**src/ddtb_map.svh**
```systemverilog
`ifndef DDTB_MAP_SVH
`define DDTB_MAP_SVH
// ---------------------------------------------------------------
// register byte offsets
// ---------------------------------------------------------------
`define DDTB_CTRL_OFS     12'h000
`define DDTB_STAT_OFS     12'h004
`define DDTB_CYL_OFS      12'h008
`define DDTB_DIFF_OFS     12'h00c
`define DDTB_HEAD_OFS     12'h010
`define DDTB_CYLNOW_OFS   12'h014
// ---------------------------------------------------------------
// control bus bit positions under the control tag
// ---------------------------------------------------------------
`define DDTB_BIT_WRITE    0
`define DDTB_BIT_READ     1
`define DDTB_BIT_FWD      2
`define DDTB_BIT_ERASE    4
`define DDTB_BIT_REV      5
`define DDTB_BIT_HOME     6
// ---------------------------------------------------------------
// control register fields
// ---------------------------------------------------------------
`define DDTB_CTRL_SEQPWR  0
`define DDTB_CTRL_RESET   32'h0000_0000
// ---------------------------------------------------------------
// timing: first-seek settle time in microseconds
// ---------------------------------------------------------------
`define DDTB_FIRST_SEEK_US 100
`define DDTB_CLK_MHZ       50
`define DDTB_FIRST_SEEK_CYC (`DDTB_FIRST_SEEK_US * `DDTB_CLK_MHZ)
`endif

```
**src/ddtb_pkg.sv**
```systemverilog
package ddtb_pkg;
  typedef enum logic [1:0]
  {
    PWR_OFF,
    PWR_SEQ,
    PWR_READY
  } ddtb_pwr_t;
  typedef enum logic [2:0]
  {
    TAG_NONE,
    TAG_RDCYL,
    TAG_DIFF,
    TAG_CYL,
    TAG_HEAD,
    TAG_CTRL
  } ddtb_tag_t;
endpackage

```
**src/ddtb_deck.sv**
```systemverilog
// Local design decisions: the APB slave port and the register addresses.
`timescale 1ns/1ps
`include "ddtb_map.svh"
// Notes on behaviour
// - bus has meaning only under exactly one asserted tag line.
// - control tag with bit 0 high enables the write drivers.
// - control tag with bit 1 high enables the read data output.
// - control tag with bit 2 high starts a forward carriage move.
// - control tag bit 4 is the erase gate.
// - control tag with bit 5 high starts a reverse carriage move.
// - control tag bit 6 returns carriage to cylinder zero; bits 3,7 unused.
// - first-seek completes before any read, write or seek is accepted.
// - first seek runs without selection and with little signalling.
// - difference tag loads bus as cylinder distance to travel.
// - head tag latches bus value as head selection.
module ddtb_deck #(
  parameter int unsigned FIRST_SEEK_CYC = `DDTB_FIRST_SEEK_CYC
)(
  input  wire logic        clk,
  input  wire logic        resetn,
  input  wire logic        psel,
  input  wire logic        penable,
  input  wire logic        pwrite,
  input  wire logic [11:0] paddr,
  input  wire logic [31:0] pwdata,
  output logic      [31:0] prdata,
  output logic             pready,
  output logic             pslverr,
  input  wire logic [7:0]  busIn,
  output logic      [7:0]  busOut,
  output logic             busOe,
  input  wire logic        tagRdCyl,
  input  wire logic        tagDiff,
  input  wire logic        tagCyl,
  input  wire logic        tagHead,
  input  wire logic        tagCtrl,
  output logic             writeGate,
  output logic             readGate,
  output logic             eraseGate,
  output logic             seekFwd,
  output logic             seekRev,
  output logic             homeCylinderSeek,
  output logic             deckReady
);

  // ---------------------------------------------------------------
  // tag decode
  // ---------------------------------------------------------------
  logic [4:0] tagVec;
  logic       tagOne;
  ddtb_pkg::ddtb_tag_t tag;
  assign tagVec = {tagCtrl, tagHead, tagCyl, tagDiff, tagRdCyl};
  // two tags at once leave the bus undefined, so nothing is taken
  assign tagOne = (tagVec != 5'h00)
               && ((tagVec & (tagVec - 5'h01)) == 5'h00);

  always_comb
  begin
    tag = ddtb_pkg::TAG_NONE;
    if (tagOne)
    begin
      case (tagVec)
        5'h01:   tag = ddtb_pkg::TAG_RDCYL;
        5'h02:   tag = ddtb_pkg::TAG_DIFF;
        5'h04:   tag = ddtb_pkg::TAG_CYL;
        5'h08:   tag = ddtb_pkg::TAG_HEAD;
        5'h10:   tag = ddtb_pkg::TAG_CTRL;
        default: tag = ddtb_pkg::TAG_NONE;
      endcase
    end
  end

  // ---------------------------------------------------------------
  // registers and state
  // ---------------------------------------------------------------
  logic        seqPwr_q,   seqPwr_d;
  ddtb_pkg::ddtb_pwr_t pwr_q, pwr_d;
  logic [31:0] fsCnt_q,    fsCnt_d;
  logic [7:0]  cylNow_q,   cylNow_d;
  logic [7:0]  cylReq_q,   cylReq_d;
  logic [7:0]  diff_q,     diff_d;
  logic [7:0]  head_q,     head_d;
  logic [6:0]  gates_q,    gates_d;
  logic [7:0]  busOut_q,   busOut_d;
  logic        busOe_q,    busOe_d;
  logic [31:0] prdata_q,   prdata_d;
  logic        pready_q,   pready_d;
  logic        pslverr_q,  pslverr_d;
  logic        ready_q,    ready_d;
  logic        ready;
  logic        apbAcc;

  // ready is its own flop so that deckReady leaves a register directly
  assign ready  = ready_q;
  assign apbAcc = psel && !penable;

  // ---------------------------------------------------------------
  // first seek sequencing
  // ---------------------------------------------------------------
  always_comb
  begin
    pwr_d   = pwr_q;
    fsCnt_d = fsCnt_q;
    case (pwr_q)
      ddtb_pkg::PWR_OFF:
      begin
        fsCnt_d = 32'h0000_0000;
        // runs without any tag or unit selection
        if (seqPwr_q)
          pwr_d = ddtb_pkg::PWR_SEQ;
      end
      ddtb_pkg::PWR_SEQ:
      begin
        if (!seqPwr_q)
          pwr_d = ddtb_pkg::PWR_OFF;
        else if (fsCnt_q == FIRST_SEEK_CYC - 1)
          pwr_d = ddtb_pkg::PWR_READY;
        else
          fsCnt_d = fsCnt_q + 32'h0000_0001;
      end
      ddtb_pkg::PWR_READY:
      begin
        if (!seqPwr_q)
          pwr_d = ddtb_pkg::PWR_OFF;
      end
      default: pwr_d = ddtb_pkg::PWR_OFF;
    endcase
    // follows the state register edge for edge
    ready_d = (pwr_d == ddtb_pkg::PWR_READY);
  end

  // ---------------------------------------------------------------
  // tagged bus interpretation
  // ---------------------------------------------------------------
  always_comb
  begin
    cylReq_d = cylReq_q;
    diff_d   = diff_q;
    head_d   = head_q;
    cylNow_d = cylNow_q;
    gates_d  = gates_q;
    busOut_d = cylNow_q;
    busOe_d  = (tag == ddtb_pkg::TAG_RDCYL);
    // only the read-cylinder tag is answered until first seek is done; power loss drops gates
    if (!ready)
      gates_d = 7'h00;
    else
    begin
      case (tag)
        ddtb_pkg::TAG_CYL:  cylReq_d = busIn;
        ddtb_pkg::TAG_DIFF: diff_d   = busIn;
        ddtb_pkg::TAG_HEAD: head_d   = busIn;
        ddtb_pkg::TAG_CTRL:
        begin
          gates_d = busIn[6:0];
        end
        default: gates_d = gates_q;
      endcase
      // forward and reverse moves step the present cylinder by the difference; home clears it
      if (tag == ddtb_pkg::TAG_CTRL)
      begin
        if (busIn[`DDTB_BIT_HOME])
          cylNow_d = 8'h00;
        else if (busIn[`DDTB_BIT_FWD])
          cylNow_d = cylNow_q + diff_q;
        else if (busIn[`DDTB_BIT_REV])
          cylNow_d = cylNow_q - diff_q;
      end
    end
    if (pwr_q == ddtb_pkg::PWR_SEQ && fsCnt_q == FIRST_SEEK_CYC - 1)
      cylNow_d = 8'h00;
  end

  // ---------------------------------------------------------------
  // apb slave, one wait-free access phase
  // ---------------------------------------------------------------
  always_comb
  begin
    seqPwr_d  = seqPwr_q;
    prdata_d  = 32'h0000_0000;
    pready_d  = 1'b0;
    pslverr_d = 1'b0;
    if (apbAcc)
    begin
      pready_d = 1'b1;
      case (paddr)
        `DDTB_CTRL_OFS:   prdata_d = {31'h0000_0000, seqPwr_q};
        `DDTB_STAT_OFS:   prdata_d = {24'h00_0000, gates_q, ready};
        `DDTB_CYL_OFS:    prdata_d = {24'h00_0000, cylReq_q};
        `DDTB_DIFF_OFS:   prdata_d = {24'h00_0000, diff_q};
        `DDTB_HEAD_OFS:   prdata_d = {24'h00_0000, head_q};
        `DDTB_CYLNOW_OFS: prdata_d = {24'h00_0000, cylNow_q};
        default:          pslverr_d = 1'b1;
      endcase
    end
    // a write lands only at the edge that completes the access phase
    if (psel && penable && pready_q && pwrite && paddr == `DDTB_CTRL_OFS)
      seqPwr_d = pwdata[`DDTB_CTRL_SEQPWR];
  end

  always_ff @(posedge clk or negedge resetn)
  begin
    if (!resetn)
    begin
      seqPwr_q  <= 1'b0;
      pwr_q     <= ddtb_pkg::PWR_OFF;
      fsCnt_q   <= 32'h0000_0000;
      cylNow_q  <= 8'h00;
      cylReq_q  <= 8'h00;
      diff_q    <= 8'h00;
      head_q    <= 8'h00;
      gates_q   <= 7'h00;
      busOut_q  <= 8'h00;
      busOe_q   <= 1'b0;
      prdata_q  <= 32'h0000_0000;
      pready_q  <= 1'b0;
      pslverr_q <= 1'b0;
      ready_q   <= 1'b0;
    end
    else
    begin
      seqPwr_q  <= seqPwr_d;
      pwr_q     <= pwr_d;
      fsCnt_q   <= fsCnt_d;
      cylNow_q  <= cylNow_d;
      cylReq_q  <= cylReq_d;
      diff_q    <= diff_d;
      head_q    <= head_d;
      gates_q   <= gates_d;
      busOut_q  <= busOut_d;
      busOe_q   <= busOe_d;
      prdata_q  <= prdata_d;
      pready_q  <= pready_d;
      pslverr_q <= pslverr_d;
      ready_q   <= ready_d;
    end
  end

  // ---------------------------------------------------------------
  // outputs
  // ---------------------------------------------------------------
  assign prdata           = prdata_q;
  assign pready           = pready_q;
  assign pslverr          = pslverr_q;
  assign busOut           = busOut_q;
  assign busOe            = busOe_q;
  assign writeGate        = gates_q[`DDTB_BIT_WRITE];
  assign readGate         = gates_q[`DDTB_BIT_READ];
  assign seekFwd          = gates_q[`DDTB_BIT_FWD];
  assign eraseGate        = gates_q[`DDTB_BIT_ERASE];
  assign seekRev          = gates_q[`DDTB_BIT_REV];
  assign homeCylinderSeek = gates_q[`DDTB_BIT_HOME];
  assign deckReady        = ready;
endmodule

```
**config.mk**
```make
export PLATFORM = sky130hd
export DESIGN_NAME = ddtb_deck
export DESIGN_NICKNAME = d
export VERILOG_FILES = /design/src/ddtb_pkg.sv /design/src/ddtb_deck.sv
export VERILOG_INCLUDE_DIRS = /design/src
export SDC_FILE = /design/constraint.sdc
export NUM_CORES = 1
export LEC_CHECK = 0
export BUFFER_PORTS_ARGS = -buffer_cell sky130_fd_sc_hd__buf_2
export CAP_MARGIN = 20
export CORE_MARGIN = 5
export CORE_UTILIZATION = 50
export DETAILED_ROUTE_END_ITERATION = 16
export GPL_ROUTABILITY_DRIVEN = 0
export GPL_TIMING_DRIVEN = 0
export PLACE_DENSITY = 0.75
export SLEW_MARGIN = 20
export SYNTH_ARGS = -nofsm -noshare
export SYNTH_HDL_FRONTEND = slang
export SYNTH_SLANG_ARGS = --single-unit
```
**constraint.sdc**
```tcl
create_clock -name clk -period 3.1 [get_ports clk]
set_clock_uncertainty 0.05 [all_clocks]
set_input_delay 0.31 -clock clk [delete_from_list [all_inputs] [get_ports clk]]
set_output_delay 0.31 -clock clk [all_outputs]
set_load 0.05 [all_outputs]
```
======== After elaboration in Yosys (flattened, before gate mapping) ========
Cells that the tools add are included.
word-level totals
  bits in registers ....................... 118
  input bits .............................. 62
  output and inout port bits .............. 50
  word-level logic and storage cells ...... 86
operators by class
  add/subtract/negate cells ............... 4
  equality and inequality tests ........... 22
  mux-type cells .......................... 23
  bitwise gates (word level) .............. 1
  reductions and logical operators ........ 22
operator list
  operator                                                           number
  32-bit two-way mux                                                 2
  32-bit case mux with 2 select lines                                1
  8-bit two-way mux                                                  7
  8-bit case mux with 6 select lines                                 1
  32-bit by 1-bit adder with 32-bit output, second input constant    1
  32-bit by 13-bit == test with 1-bit output, second input constant  1
  12-bit by 4-bit == test with 1-bit output, second input constant   2
  12-bit by 5-bit == test with 1-bit output, second input constant   2
  3-bit case mux with 5 select lines                                 1
  7-bit two-way mux                                                  2
  12-bit by 3-bit == test with 1-bit output, second input constant   1
  12-bit zero test                                                   1
  8-bit adder                                                        1
  2-bit two-way mux                                                  4
  8-bit subtractor                                                   1
  1-bit logical AND                                                  7
  3-bit by 2-bit == test with 1-bit output, second input constant    2
  3-bit == test, second input constant                               2
  2-bit case mux with 3 select lines                                 1
  2-bit AND reduction                                                3
  3-bit AND reduction                                                2
  2-bit nonzero test                                                 3
  6-bit OR reduction                                                 1
  5-bit bitwise AND                                                  1
  18 further kinds                                                   22

======== Longest topological paths before layout ========
Gate-level depths: netlist of run 1.
  depth after elaboration ................. 9
  mapped depth ............................ 11
  gate-level depth less buffers ........... 11

======== Worst setup path before layout of run 1 ========
No wires, ideal clock.
  path type ............................... register to register
  from .................................... register diff_q[0]
  to ...................................... register cylNow_q[6], in the netlist busOut_d[6]
  library setup time ...................... 0.122 ns
  arrival time ............................ 2.274 ns
  data required time ...................... 2.928 ns
  setup slack ............................. 0.655 ns
  stages on the path, launching flop included .. 12
  buffers on the path ..................... 0
  period minus slack after synthesis ...... 2.445 ns
  cells stage by stage .................... dfrtp_1 > inv_1 > ha_1 > nor2_1 > xnor2_1 > ha_1 > nor2b_1 > o21ai_0 > a21boi_0 > o21a_1 > or3_1 > a32o_1
between the ends
  word-level cells in the longest chain between the ends .. 7
  elaborated cells on any way between the ends .. 8
  classes of those cells .................. add/sub (2); mux (6)
ends and longest elaborated chain
  element                   RTL line          source
  start: declaration        ddtb_deck.sv:81   logic [7:0] diff_q, diff_d;
  start signal: assignment  ddtb_deck.sv:227  diff_q <= diff_d;
  8-bit subtractor          ddtb_deck.sv:167  cylNow_d = cylNow_q - diff_q;
  8-bit two-way mux         ddtb_deck.sv:166  else if (busIn[`DDTB_BIT_REV])
  8-bit two-way mux *       ddtb_deck.sv:164  else if (busIn[`DDTB_BIT_FWD])
  8-bit two-way mux *       ddtb_deck.sv:162  if (busIn[`DDTB_BIT_HOME])
  8-bit two-way mux *       ddtb_deck.sv:160  if (tag == ddtb_pkg::TAG_CTRL)
  8-bit two-way mux *       ddtb_deck.sv:145  if (!ready)
  8-bit two-way mux *       ddtb_deck.sv:170  if (pwr_q == ddtb_pkg::PWR_SEQ && fsCnt_q == FIRST_SEEK_CYC - 1)
  end signal: assignment    ddtb_deck.sv:225  cylNow_q <= cylNow_d;
  end: declaration          ddtb_deck.sv:79   logic [7:0] cylNow_q, cylNow_d;
Every way passes the cells marked *; elsewhere a longest branch is shown, timed or not. The select of a mux whose other input is x is not followed.
A chain may end at the register's enable or synchronous reset.

======== Final worst setup path of run 1 ========
Ends and elaborated chain as after synthesis.

==> flow_metrics.py, run 1 <==
metrics = {
    "outcome": {
        "status": "completed",
    },
    "drt": {
        "drt_wl_total_um": 11100,
        "drt_iter0_markers": 186,
        "first_pass_iters": 8,
        "via_per_inst": 5.49,
        "route.detailed.drc": 0,
        "post_drt_wl_per_cell_um": 16.2,
        "antenna_left": 0,
        "vias": 3754,
    },
    "global_routing": {
        "antenna_found_initial": 0,
        "grt_pass1_wl_um": 18600,
        "grt_max_degree": 57,
        "grt_pass1_vias": 3729,
        "grt_usage_pct": 19.9,
        "gr-total-overflow": 0,
    },
    "power": {
        "p_leak_nw": 2.65,
        "irDropWorstVdd_uv": 328,
        "power_density_nw_per_um2": 384,
    },
    "worst_setup_path": {
        "slowest_stage": "dfrtp_1",
        "end_kind": "flip-flop",
        "critPathMaxFanout": 5,
        "rr_endpoint": "busOut_d[6]",
        "crit_path_max_incr_delay_ns": 0.48,
        "rrSetupSlack_ns": 0.34,
        "crit_chain": "inv_1 -> ha_1 -> nor2_1 -> xnor2_1 -> ha_1 -> nor2b_1 -> o21ai_0 -> a21boi_0 -> o21a_1 -> or3_1 -> a32o_1",
        "worstReg2RegStart": "diff_q[0]",
        "worst_ep_arrival_time_ns": 2.97,
        "crit_required_ns": 3.31,
        "reg2regPathDepth": 11,
        "path_common_cell": "ha_1",
        "crit_type": "reg -> reg",
        "crit_path_start_kind": "flip-flop",
    },
    "min_path": {
        "holdPathStages": 2,
        "min_to": "busOe",
        "min_path_type": "in -> reg",
        "hp-start": "tagCtrl",
    },
    "place": {
        "dpl_cell_area_um2": 5470,
        "place_ws_ns": 0.328,
        "port_buffers": 55,
        "dpl.hpwl_um": 8240,
    },
    "clock_network": {
        "cts_setup_buffers": 0,
        "cts_resized": 0,
        "cts.reportedPaths.clkPinSlew_ns": 0.11,
        "tritoncts": "built",
        "cts_made_buffers": 9,
        "hold_buffers": 1,
        "htree_levels": 3,
        "clk-insertion-delay-late_ns": 0.38,
        "cts.sinks": 94,
        "root_buffer": "clkbuf_8",
        "clock_path_buffers": 2,
    },
    "cells_and_area": {
        "area_delta_synth_final_pct": 15.5,
        "drive_gt1_share_pct": 26.0,
        "n_antenna_cell": 0,
        "final_area_um2": 5670,
        "layout_common_cells": "dfrtp_1 (94), buf_2 (56), nor2_1 (42)",
        "postLayoutCoreUtil_pct": 58.5,
        "nNetsFinal": 618,
        "final_common_cell": "dfrtp_1",
        "fillCellCount": 816,
    },
    "synth": {
        "muxShareOfSynthArea_pct": 7.04,
        "netlist_area_um2": 4910,
        "synth-seq-cells": 94,
        "synth_edf_count": 0,
        "avgSynthCellArea_um2": 10.8,
        "synth.distinct_cells": 60,
        "yosys_warnings": 0,
        "synthAdderAreaFrac_pct": 2.70,
        "ys_async_sr_fraction_pct": 100,
        "synth_xor_area_share_pct": 5.71,
        "synth-simple-area-share_pct": 17.3,
        "synth_top_family_by_area": "simple AND/OR/NAND/NOR gates",
        "synth-compound-area-share_pct": 12.9,
        "synth-seq-area-share_pct": 47.9,
        "synthCells": 455,
        "synth_flop_cell": "dfrtp_1",
    },
    "timing": {
        "fin_setup_tns_ns": 0,
        "slew_viol_final": 0,
        "layout_setup_ws_ns": 0.340,
        "hold_violations": 0,
        "setup_viol_count_final": 0,
        "slew_headroom_pct": 37.8,
        "worst_pin_slew_ns": 0.931,
        "hold_slack_ns": 0.0765,
        "rsz0062_at_grt": "no",
        "period_share_pct": 89.0,
        "fmax_ghz": 0.362,
        "min_period_ns": 2.76,
    },
    "die": {
        "rows": 36,
        "core_um2": 9680,
        "start_util_pct": 50.7,
        "ios": 112,
        "die_area_um2": 11900,
        "die_w_um": 109,
        "die_h_um": 109,
    },
    "flow_run": {
        "max_cap_viol_count": 0,
    },
}
-- sequential cells by signal, summed over array words and instances, names as in the netlist --
signal	count
fsCnt_q	32
busOut	8
busOut_d	8
cylReq_q	8
diff_q	8
head_q	8
prdata	8
gates_q	7
pwr_q	2
busOe	1
deckReady	1
pready	1
pslverr	1
seqPwr_q	1
-- where the power goes --
part	total [W]	switching, W	internal [W]	leakage, nW
logic	0.000165	0.000120	0.0000457	1.26
clock network	0.000782	0.000471	0.000311	0.0956
registers	0.00123	0.000000432	0.00123	1.30
-- area by class of cell --
class,instances,area (µm²),share of cell area [%]
clock buffers,9,124,2.19
repair buffers,57,319,5.63
clock inverters,7,63.8,1.13
flip-flops and latches,94,2350,41.5
plain buffers,38,243,4.28
multi-input cells,328,2330,41.1
inverters,18,67.6,1.19
well taps,133,166,2.94
-- cells in the mapped netlist (all sizes together) (3+ instances only) --
cell	n	area share, %
o21a	3	0.46
ha	9	2.3
xor2	3	0.54
nor4b	9	2.5
nand2b	6	0.77
mux2	28	6.4
a22oi	8	1.2
dfrtp	94	48
nor4	10	1.6
nor3	11	1.1
and2	3	0.38
o21ai	6	0.61
a21oi	28	3.2
buf	30	4.3
xnor2	29	5.2
nand4	9	1.4
and3	3	0.38
a22o	11	2.0
nand3b	4	0.61
nor2	42	3.2
nand3	13	1.3
clkbuf	8	0.61
inv	18	1.4
a31oi	5	0.64
nand2	22	1.7
and4	4	0.71
a222oi	8	1.6
a31o	3	0.54
a211oi	3	0.77
mux2i	3	0.61
-- logic make-up after synthesis --
| logic type | Yosys count |
|---|---|
| multiplexers | 31 |
| adder cells (fa/ha/maj) | 10 |
| AO/OA/AOI/OAI | 84 |
| XOR/XNOR | 32 |
| other | 1 |
| AND/OR/NAND/NOR | 147 |
| flip-flops | 94 |
| buffers and inverters | 56 |
-- routing by layer --
| layer | vias up | share of wire, % | global-route usage [%] |
|---|---|---|---|
| met5 | - | 0 | 0 |
| met4 | 0 | 1.6 | 5.77 |
| met3 | 21 | 4.6 | 4.68 |
| met2 | 127 | 52 | 33.4 |
| met1 | 1821 | 41 | 25.8 |
| li1 | 1785 | - | - |
-- per-stage QoR --
step / power (W) / instances
2_1_floorplan: 0.00135 / 478
3_3_place_gp: 0.00141 / 666
5_1_grt: 0.00226 / 684
6_report: 0.00217 / 684
3_5_place_dp: 0.00142 / 667
4_1_cts: 0.00219 / 684
-- critical path: cells and delay by family, from the launching register on --
family / cells / cell delay (ns)
AOI/OAI and AO/OA: 4 / 0.79
adders and majority gates: 2 / 0.53
DFF: 1 / 0.48
xor gates and xnor gates: 1 / 0.14
and+or+nand+nor: 3 / 0.57
buffers and inverters: 1 / 0.07
-- worst max path at each step --
stage	startpoint	end	slack, ns	cells past startpoint
CTS	diff_q[0]	busOut_d[6]	0.34	11
global placement	busIn[2]	busOut_d[6]	0.35	11
finish	diff_q[0]	busOut_d[6]	0.34	11
floorplan	diff_q[0]	busOut_d[6]	0.65	11
detailed placement	busIn[2]	busOut_d[6]	0.33	11
global route	diff_q[0]	busOut_d[7]	0.13	10
(Power assumes the default switching activity.)
==> run 2, diff against run 1 <==
==> constraint.sdc (replaced) <==
create_clock -name clk -period 2.71 [get_ports clk]
set_clock_uncertainty 0.05 [all_clocks]
set_input_delay 0 -clock clk [delete_from_list [all_inputs] [get_ports clk]]
set_output_delay 0 -clock clk [all_outputs]
set_load 0.05 [all_outputs]
==> run 2 against run 1 <==
  * Worst hold slack got worse by 0.036 ns
  * First-iteration DRC count rose by 19%
  * Worst setup slack got worse by 0.19 ns
  * Global-route usage rose by 0.46 points
  * Critical path type unchanged
  * Largest cell class unchanged
  * Highest routed layer unchanged
==> flow_metrics.py, run 2 (synthesized netlist as in run 1, its figures left out) <==
metrics = {
    "worst_setup_path": {
        "rr_endpoint": "busOut_d[6]",
        "worstReg2RegStart": "diff_q[0]",
        "critPathBufInv": 1,
        "crit_start": "diff_q[0]",
        "critPathTopFamily": "compound AO/OA/AOI/OAI gates",
        "rrSetupSlack_ns": 0.15,
        "crit_path_start_kind": "flip-flop",
        "crit_path_max_incr_delay_ns": 0.42,
        "critPathMaxFanout": 4,
        "crit_required_ns": 2.93,
        "worst_ep_arrival_time_ns": 2.78,
        "reg2regPathDepth": 11,
        "end_kind": "flip-flop",
        "slowest_stage": "dfrtp_2",
        "path_common_cell": "ha_1",
        "crit_chain": "inv_1 -> ha_1 -> nor2_1 -> xnor2_1 -> ha_1 -> nor2b_1 -> o21ai_1 -> a21boi_1 -> o21a_1 -> or3_1 -> a32o_1",
        "crit_type": "reg -> reg",
    },
    "clock_network": {
        "cts.reportedPaths.clkPinSlew_ns": 0.11,
        "clock_path_buffers": 2,
        "root_buffer": "clkbuf_8",
        "cts.sinks": 94,
        "cts_made_buffers": 9,
        "htree_levels": 3,
        "clk-insertion-delay-late_ns": 0.37,
        "tritoncts": "built",
    },
    "place": {
        "port_buffers": 55,
        "dpl.hpwl_um": 8240,
        "dp.cells": 667,
        "dpl_cell_area_um2": 5470,
        "place_ws_ns": -0.000777,
    },
    "drt": {
        "drt_wl_total_um": 11400,
        "via_per_inst": 5.47,
        "antenna_left": 0,
        "vias": 3854,
        "drt_iter0_markers": 221,
        "route.detailed.drc": 0,
        "post_drt_wl_per_cell_um": 16.1,
        "first_pass_iters": 5,
    },
    "timing": {
        "hold_violations": 0,
        "rsz0062_at_grt": "yes",
        "slew_headroom_pct": 35.9,
        "min_period_ns": 2.56,
        "period_share_pct": 94.6,
        "fin_setup_tns_ns": 0,
        "worst_pin_slew_ns": 0.959,
        "fmax_ghz": 0.390,
        "slew_viol_final": 0,
        "hold_slack_ns": 0.0409,
        "setup_viol_count_final": 0,
        "layout_setup_ws_ns": 0.145,
    },
    "die": {
        "ios": 112,
        "die_area_um2": 11900,
        "die_h_um": 109,
        "rows": 36,
        "core_um2": 9680,
        "die_w_um": 109,
        "start_util_pct": 50.7,
    },
    "cells_and_area": {
        "n_antenna_cell": 0,
        "largest-register": "fsCnt_q",
        "layout_common_cells": "dfrtp_1 (92), buf_2 (56), nor2_1 (42)",
        "final_area_um2": 5870,
        "final_common_cell": "dfrtp_1",
        "largest_reg_flops": 32,
        "area_delta_synth_final_pct": 19.6,
        "fillCellCount": 791,
        "fin_cells": 705,
        "drive_gt1_share_pct": 26.7,
        "nNetsFinal": 639,
    },
    "global_routing": {
        "grt_usage_pct": 20.4,
        "grt_pass1_vias": 3818,
        "grtUsageMet2_pct": 34.6,
        "use_met3_pct": 4.68,
        "grt_max_degree": 57,
        "grt_pass1_wl_um": 19000,
        "grt_most_used_layer": "met2",
        "antenna_found_initial": 0,
        "grt_util_met1_pct": 25.9,
        "gr-total-overflow": 0,
    },
    "flow_run": {
        "max_cap_viol_count": 0,
    },
    "outcome": {
        "status": "completed",
    },
    "min_path": {
        "min_path_type": "in -> async",
    },
    "power": {
        "irDropWorstVdd_uv": 381,
        "p_leak_nw": 2.76,
        "power_density_nw_per_um2": 428,
    },
}
==> run 2: report_power, final <==
group          total (W)  internal (W)  switching, W
sequential       0.00140       0.00140   0.000000512
combinational   0.000203     0.0000639      0.000139
clock           0.000904      0.000356      0.000548
total            0.00251       0.00182      0.000688
==> run 2: area by class of cell <==
class	count	area, µm²	area share [%]
Sequential cell	94	2350	40.1
Multi-Input combinational cell	328	2340	39.8
Timing Repair Buffer	78	512	8.72
Buffer	38	243	4.14
Tap cell	133	166	2.84
Clock buffer	9	124	2.11
Inverter	18	67.6	1.15
Clock inverter	7	63.8	1.09
==> run 2: metrics by stage <==
| stage | util [%] | power, W |
|---|---|---|
| floorplan | - | 0.00155 |
| global placement | 56.1 | 0.00161 |
| detailed placement | 56.5 | 0.00162 |
| CTS | 60.0 | 0.00252 |
| global route | 60.6 | 0.00260 |
| finish | 60.6 | 0.00251 |
==> run 2: worst max path at each step <==
stage,to,slack (ns),cells past startpoint
4_1_cts,busOut_d[6],0.02,11
2_1_floorplan,busOut_d[6],0.26,11
3_5_place_dp,busOut_d[6],-0.0008,11
3_3_place_gp,busOut_d[6],0.02,11
6_report,busOut_d[6],0.15,11
5_1_grt,busOut_d[7],-0.06,10
==> run 2: what timing repair did <==
item	CTS	global route
setup endpoints to repair	1	5
buffers inserted	0	7
gates cloned	0	0
hold endpoints to repair	126	0
hold buffers	15	0
gates resized for setup	1	4
pin swaps	0	1
==> run 2: layer usage <==
metal	vias to the layer above	share of wire (%)
met5	-	0
met4	0	1.8
met3	21	4.5
met2	114	53
met1	1892	41
li1	1827	-
==> run 3, diff against run 2 <==
- CORE_UTILIZATION: 50 -> 55
- PLACE_DENSITY: 0.75 -> 0.81
- SETUP_SLACK_MARGIN: default -> 0.2
- clock period: 2.71 -> 3.3 ns (I/O delays scaled with it)
==> run 3 against run 2 <==
  * Core utilization rose by 6.0 points
  * Non-clock buffer count is 7 lower
  * Maximum frequency fell by 9.6%
  * Combinational power shrank 18%
  * Final cell count shrank 4.4%
  * Die area down 8.3%
  * Global-route usage up 0.49 points
  * Critical path depth unchanged
  * Via count is essentially flat
  * Sequential share of layout area grew 0.35 points
  * Routed wire length shrank 0.61%
  * Critical endpoint unchanged
==> flow_metrics.py, run 3 (synthesized netlist as in run 1, its figures left out) <==
metrics = {
    "outcome": {
        "status": "completed",
    },
    "die": {
        "start_util_pct": 56.3,
        "rows": 34,
        "ios": 112,
        "core_um2": 8720,
        "die_h_um": 104,
        "die_area_um2": 10900,
        "die_w_um": 104,
    },
    "power": {
        "p_leak_nw": 2.73,
        "pwr-share-seq_pct": 52.9,
        "intPower_w": 0.00164,
        "power_density_nw_per_um2": 375,
        "total_power_w": 0.00218,
        "irDropWorstVdd_uv": 279,
        "switching_share_pct": 24.8,
        "pwr-share-clk_pct": 39.5,
        "p_sw_w": 0.000541,
        "p_comb_share_pct": 7.6,
    },
    "cells_and_area": {
        "nNetsFinal": 632,
        "fin_cells": 674,
        "regArea_um2": 2350,
        "largest-register": "fsCnt_q",
        "largest_reg_flops": 32,
        "final_area_um2": 5810,
        "final_common_cell": "dfrtp_1",
        "drive_gt1_share_pct": 25.3,
        "multi_input_area_um2": 2330,
        "fillCellCount": 670,
        "area_delta_synth_final_pct": 18.4,
        "layout_common_cells": "dfrtp_1 (94), buf_2 (56), nor2_1 (42)",
    },
    "clock_network": {
        "cts_made_buffers": 9,
        "clk-insertion-delay-late_ns": 0.36,
        "cts.reportedPaths.clkPinSlew_ns": 0.10,
        "clock_path_buffers": 2,
        "root_buffer": "clkbuf_8",
        "hold_buffers": 15,
        "tritoncts": "built",
        "cts.sinks": 94,
        "htree_levels": 3,
        "cts_setup_buffers": 0,
        "cts_resized": 0,
    },
    "global_routing": {
        "gr-total-overflow": 0,
        "grt_usage_pct": 20.9,
        "grt_pass1_wl_um": 18800,
        "antenna_found_initial": 0,
        "grt_pass1_vias": 3863,
        "grt_max_degree": 50,
    },
    "timing": {
        "fmax_ghz": 0.352,
        "min_period_ns": 2.84,
        "hold_violations": 0,
        "rsz0062_at_grt": "no",
        "worst_pin_slew_ns": 0.903,
        "setup_viol_count_final": 0,
        "hold_slack_ns": 0.0938,
        "period_share_pct": 86.0,
        "fin_setup_tns_ns": 0,
        "slew_headroom_pct": 39.7,
        "slew_viol_final": 0,
    },
    "drt": {
        "drt_iter0_markers": 235,
        "route.detailed.drc": 0,
        "first_pass_iters": 6,
        "antenna_left": 0,
        "vias": 3853,
        "via_per_inst": 5.72,
        "post_drt_wl_per_cell_um": 16.8,
        "drt_wl_total_um": 11300,
    },
    "worst_setup_path": {
        "crit_required_ns": 3.50,
        "critPathMaxFanout": 5,
        "crit_chain": "inv_1 -> ha_1 -> nor2_1 -> xnor2_1 -> ha_1 -> nor2b_1 -> o21ai_0 -> a21boi_0 -> o21a_1 -> or3_1 -> a32o_1",
        "end_kind": "flip-flop",
        "rrSetupSlack_ns": 0.46,
        "worst_ep_arrival_time_ns": 3.04,
        "crit_path_start_kind": "flip-flop",
        "crit_path_max_incr_delay_ns": 0.51,
        "crit_type": "reg -> reg",
        "slowest_stage": "dfrtp_1",
        "path_common_cell": "ha_1",
    },
    "min_path": {
        "min_path_type": "in -> reg",
    },
    "place": {
        "port_buffers": 55,
        "dpl_cell_area_um2": 5430,
        "dpl.hpwl_um": 8160,
        "dp.cells": 642,
    },
    "flow_run": {
        "max_cap_viol_count": 0,
    },
}
run 3: metrics by stage:
| step | setup slack, ns | utilization [%] |
|---|---|---|
| after floorplan | 0.855 | - |
| after global placement | 0.612 | 62.0 |
| after detailed placement | 0.537 | 62.3 |
| after CTS | 0.501 | 66.6 |
| after global routing | 0.278 | 66.6 |
| final | 0.462 | 66.6 |
run 3: power groups by stage:
stage	clock (W)	sequential (W)	combinational (W)
final	0.000862	0.00115	0.000166
after global routing	0.000913	0.00115	0.000179
after CTS	0.000869	0.00115	0.000165
after detailed placement	0	0.00118	0.000153
after global placement	0	0.00118	0.000146
after floorplan	0	0.00118	0.0000915
run 3: critical path: cells and delay by family (launching register included):
kind / cells / cell delay, ns
AOI/OAI and AO/OA: 4 / 0.84
and+or+nand+nor: 3 / 0.58
adders and majority gates: 2 / 0.52
DFF: 1 / 0.51
xor gates and xnor gates: 1 / 0.14
buffers and inverters: 1 / 0.08
run 3: per-layer routing:
layer	vias to the layer above	wire length [µm]	global-route usage (%)
li1	1819	-	-
met1	1877	4620	26.3
met2	139	5770	35.7
met3	18	667	3.10
met4	0	248	8.51
met5	-	0	0
run 3: cell type report:
type,count,share of cell area (%)
Buffer,38,4.18
Inverter,18,1.16
Timing Repair Buffer,71,7.84
Antenna cell,1,0.0431
Multi-Input combinational cell,328,40.1
Clock buffer,9,2.13
Sequential cell,94,40.5
Clock inverter,7,1.74
Tap cell,108,2.33
run 3: worst paths after layout:
kind / start / end / depth (start not counted)
max: diff_q[0] / busOut_d[6] / 11
min: paddr[4] / pslverr / 3
max reg2reg: diff_q[0] / busOut_d[6] / 11
min reg2reg: busOut_d[7] / busOut[7] / 0
max in group asynchronous: resetn / pwr_q[0] / 3
min in group asynchronous: resetn / fsCnt_q[2] / 2
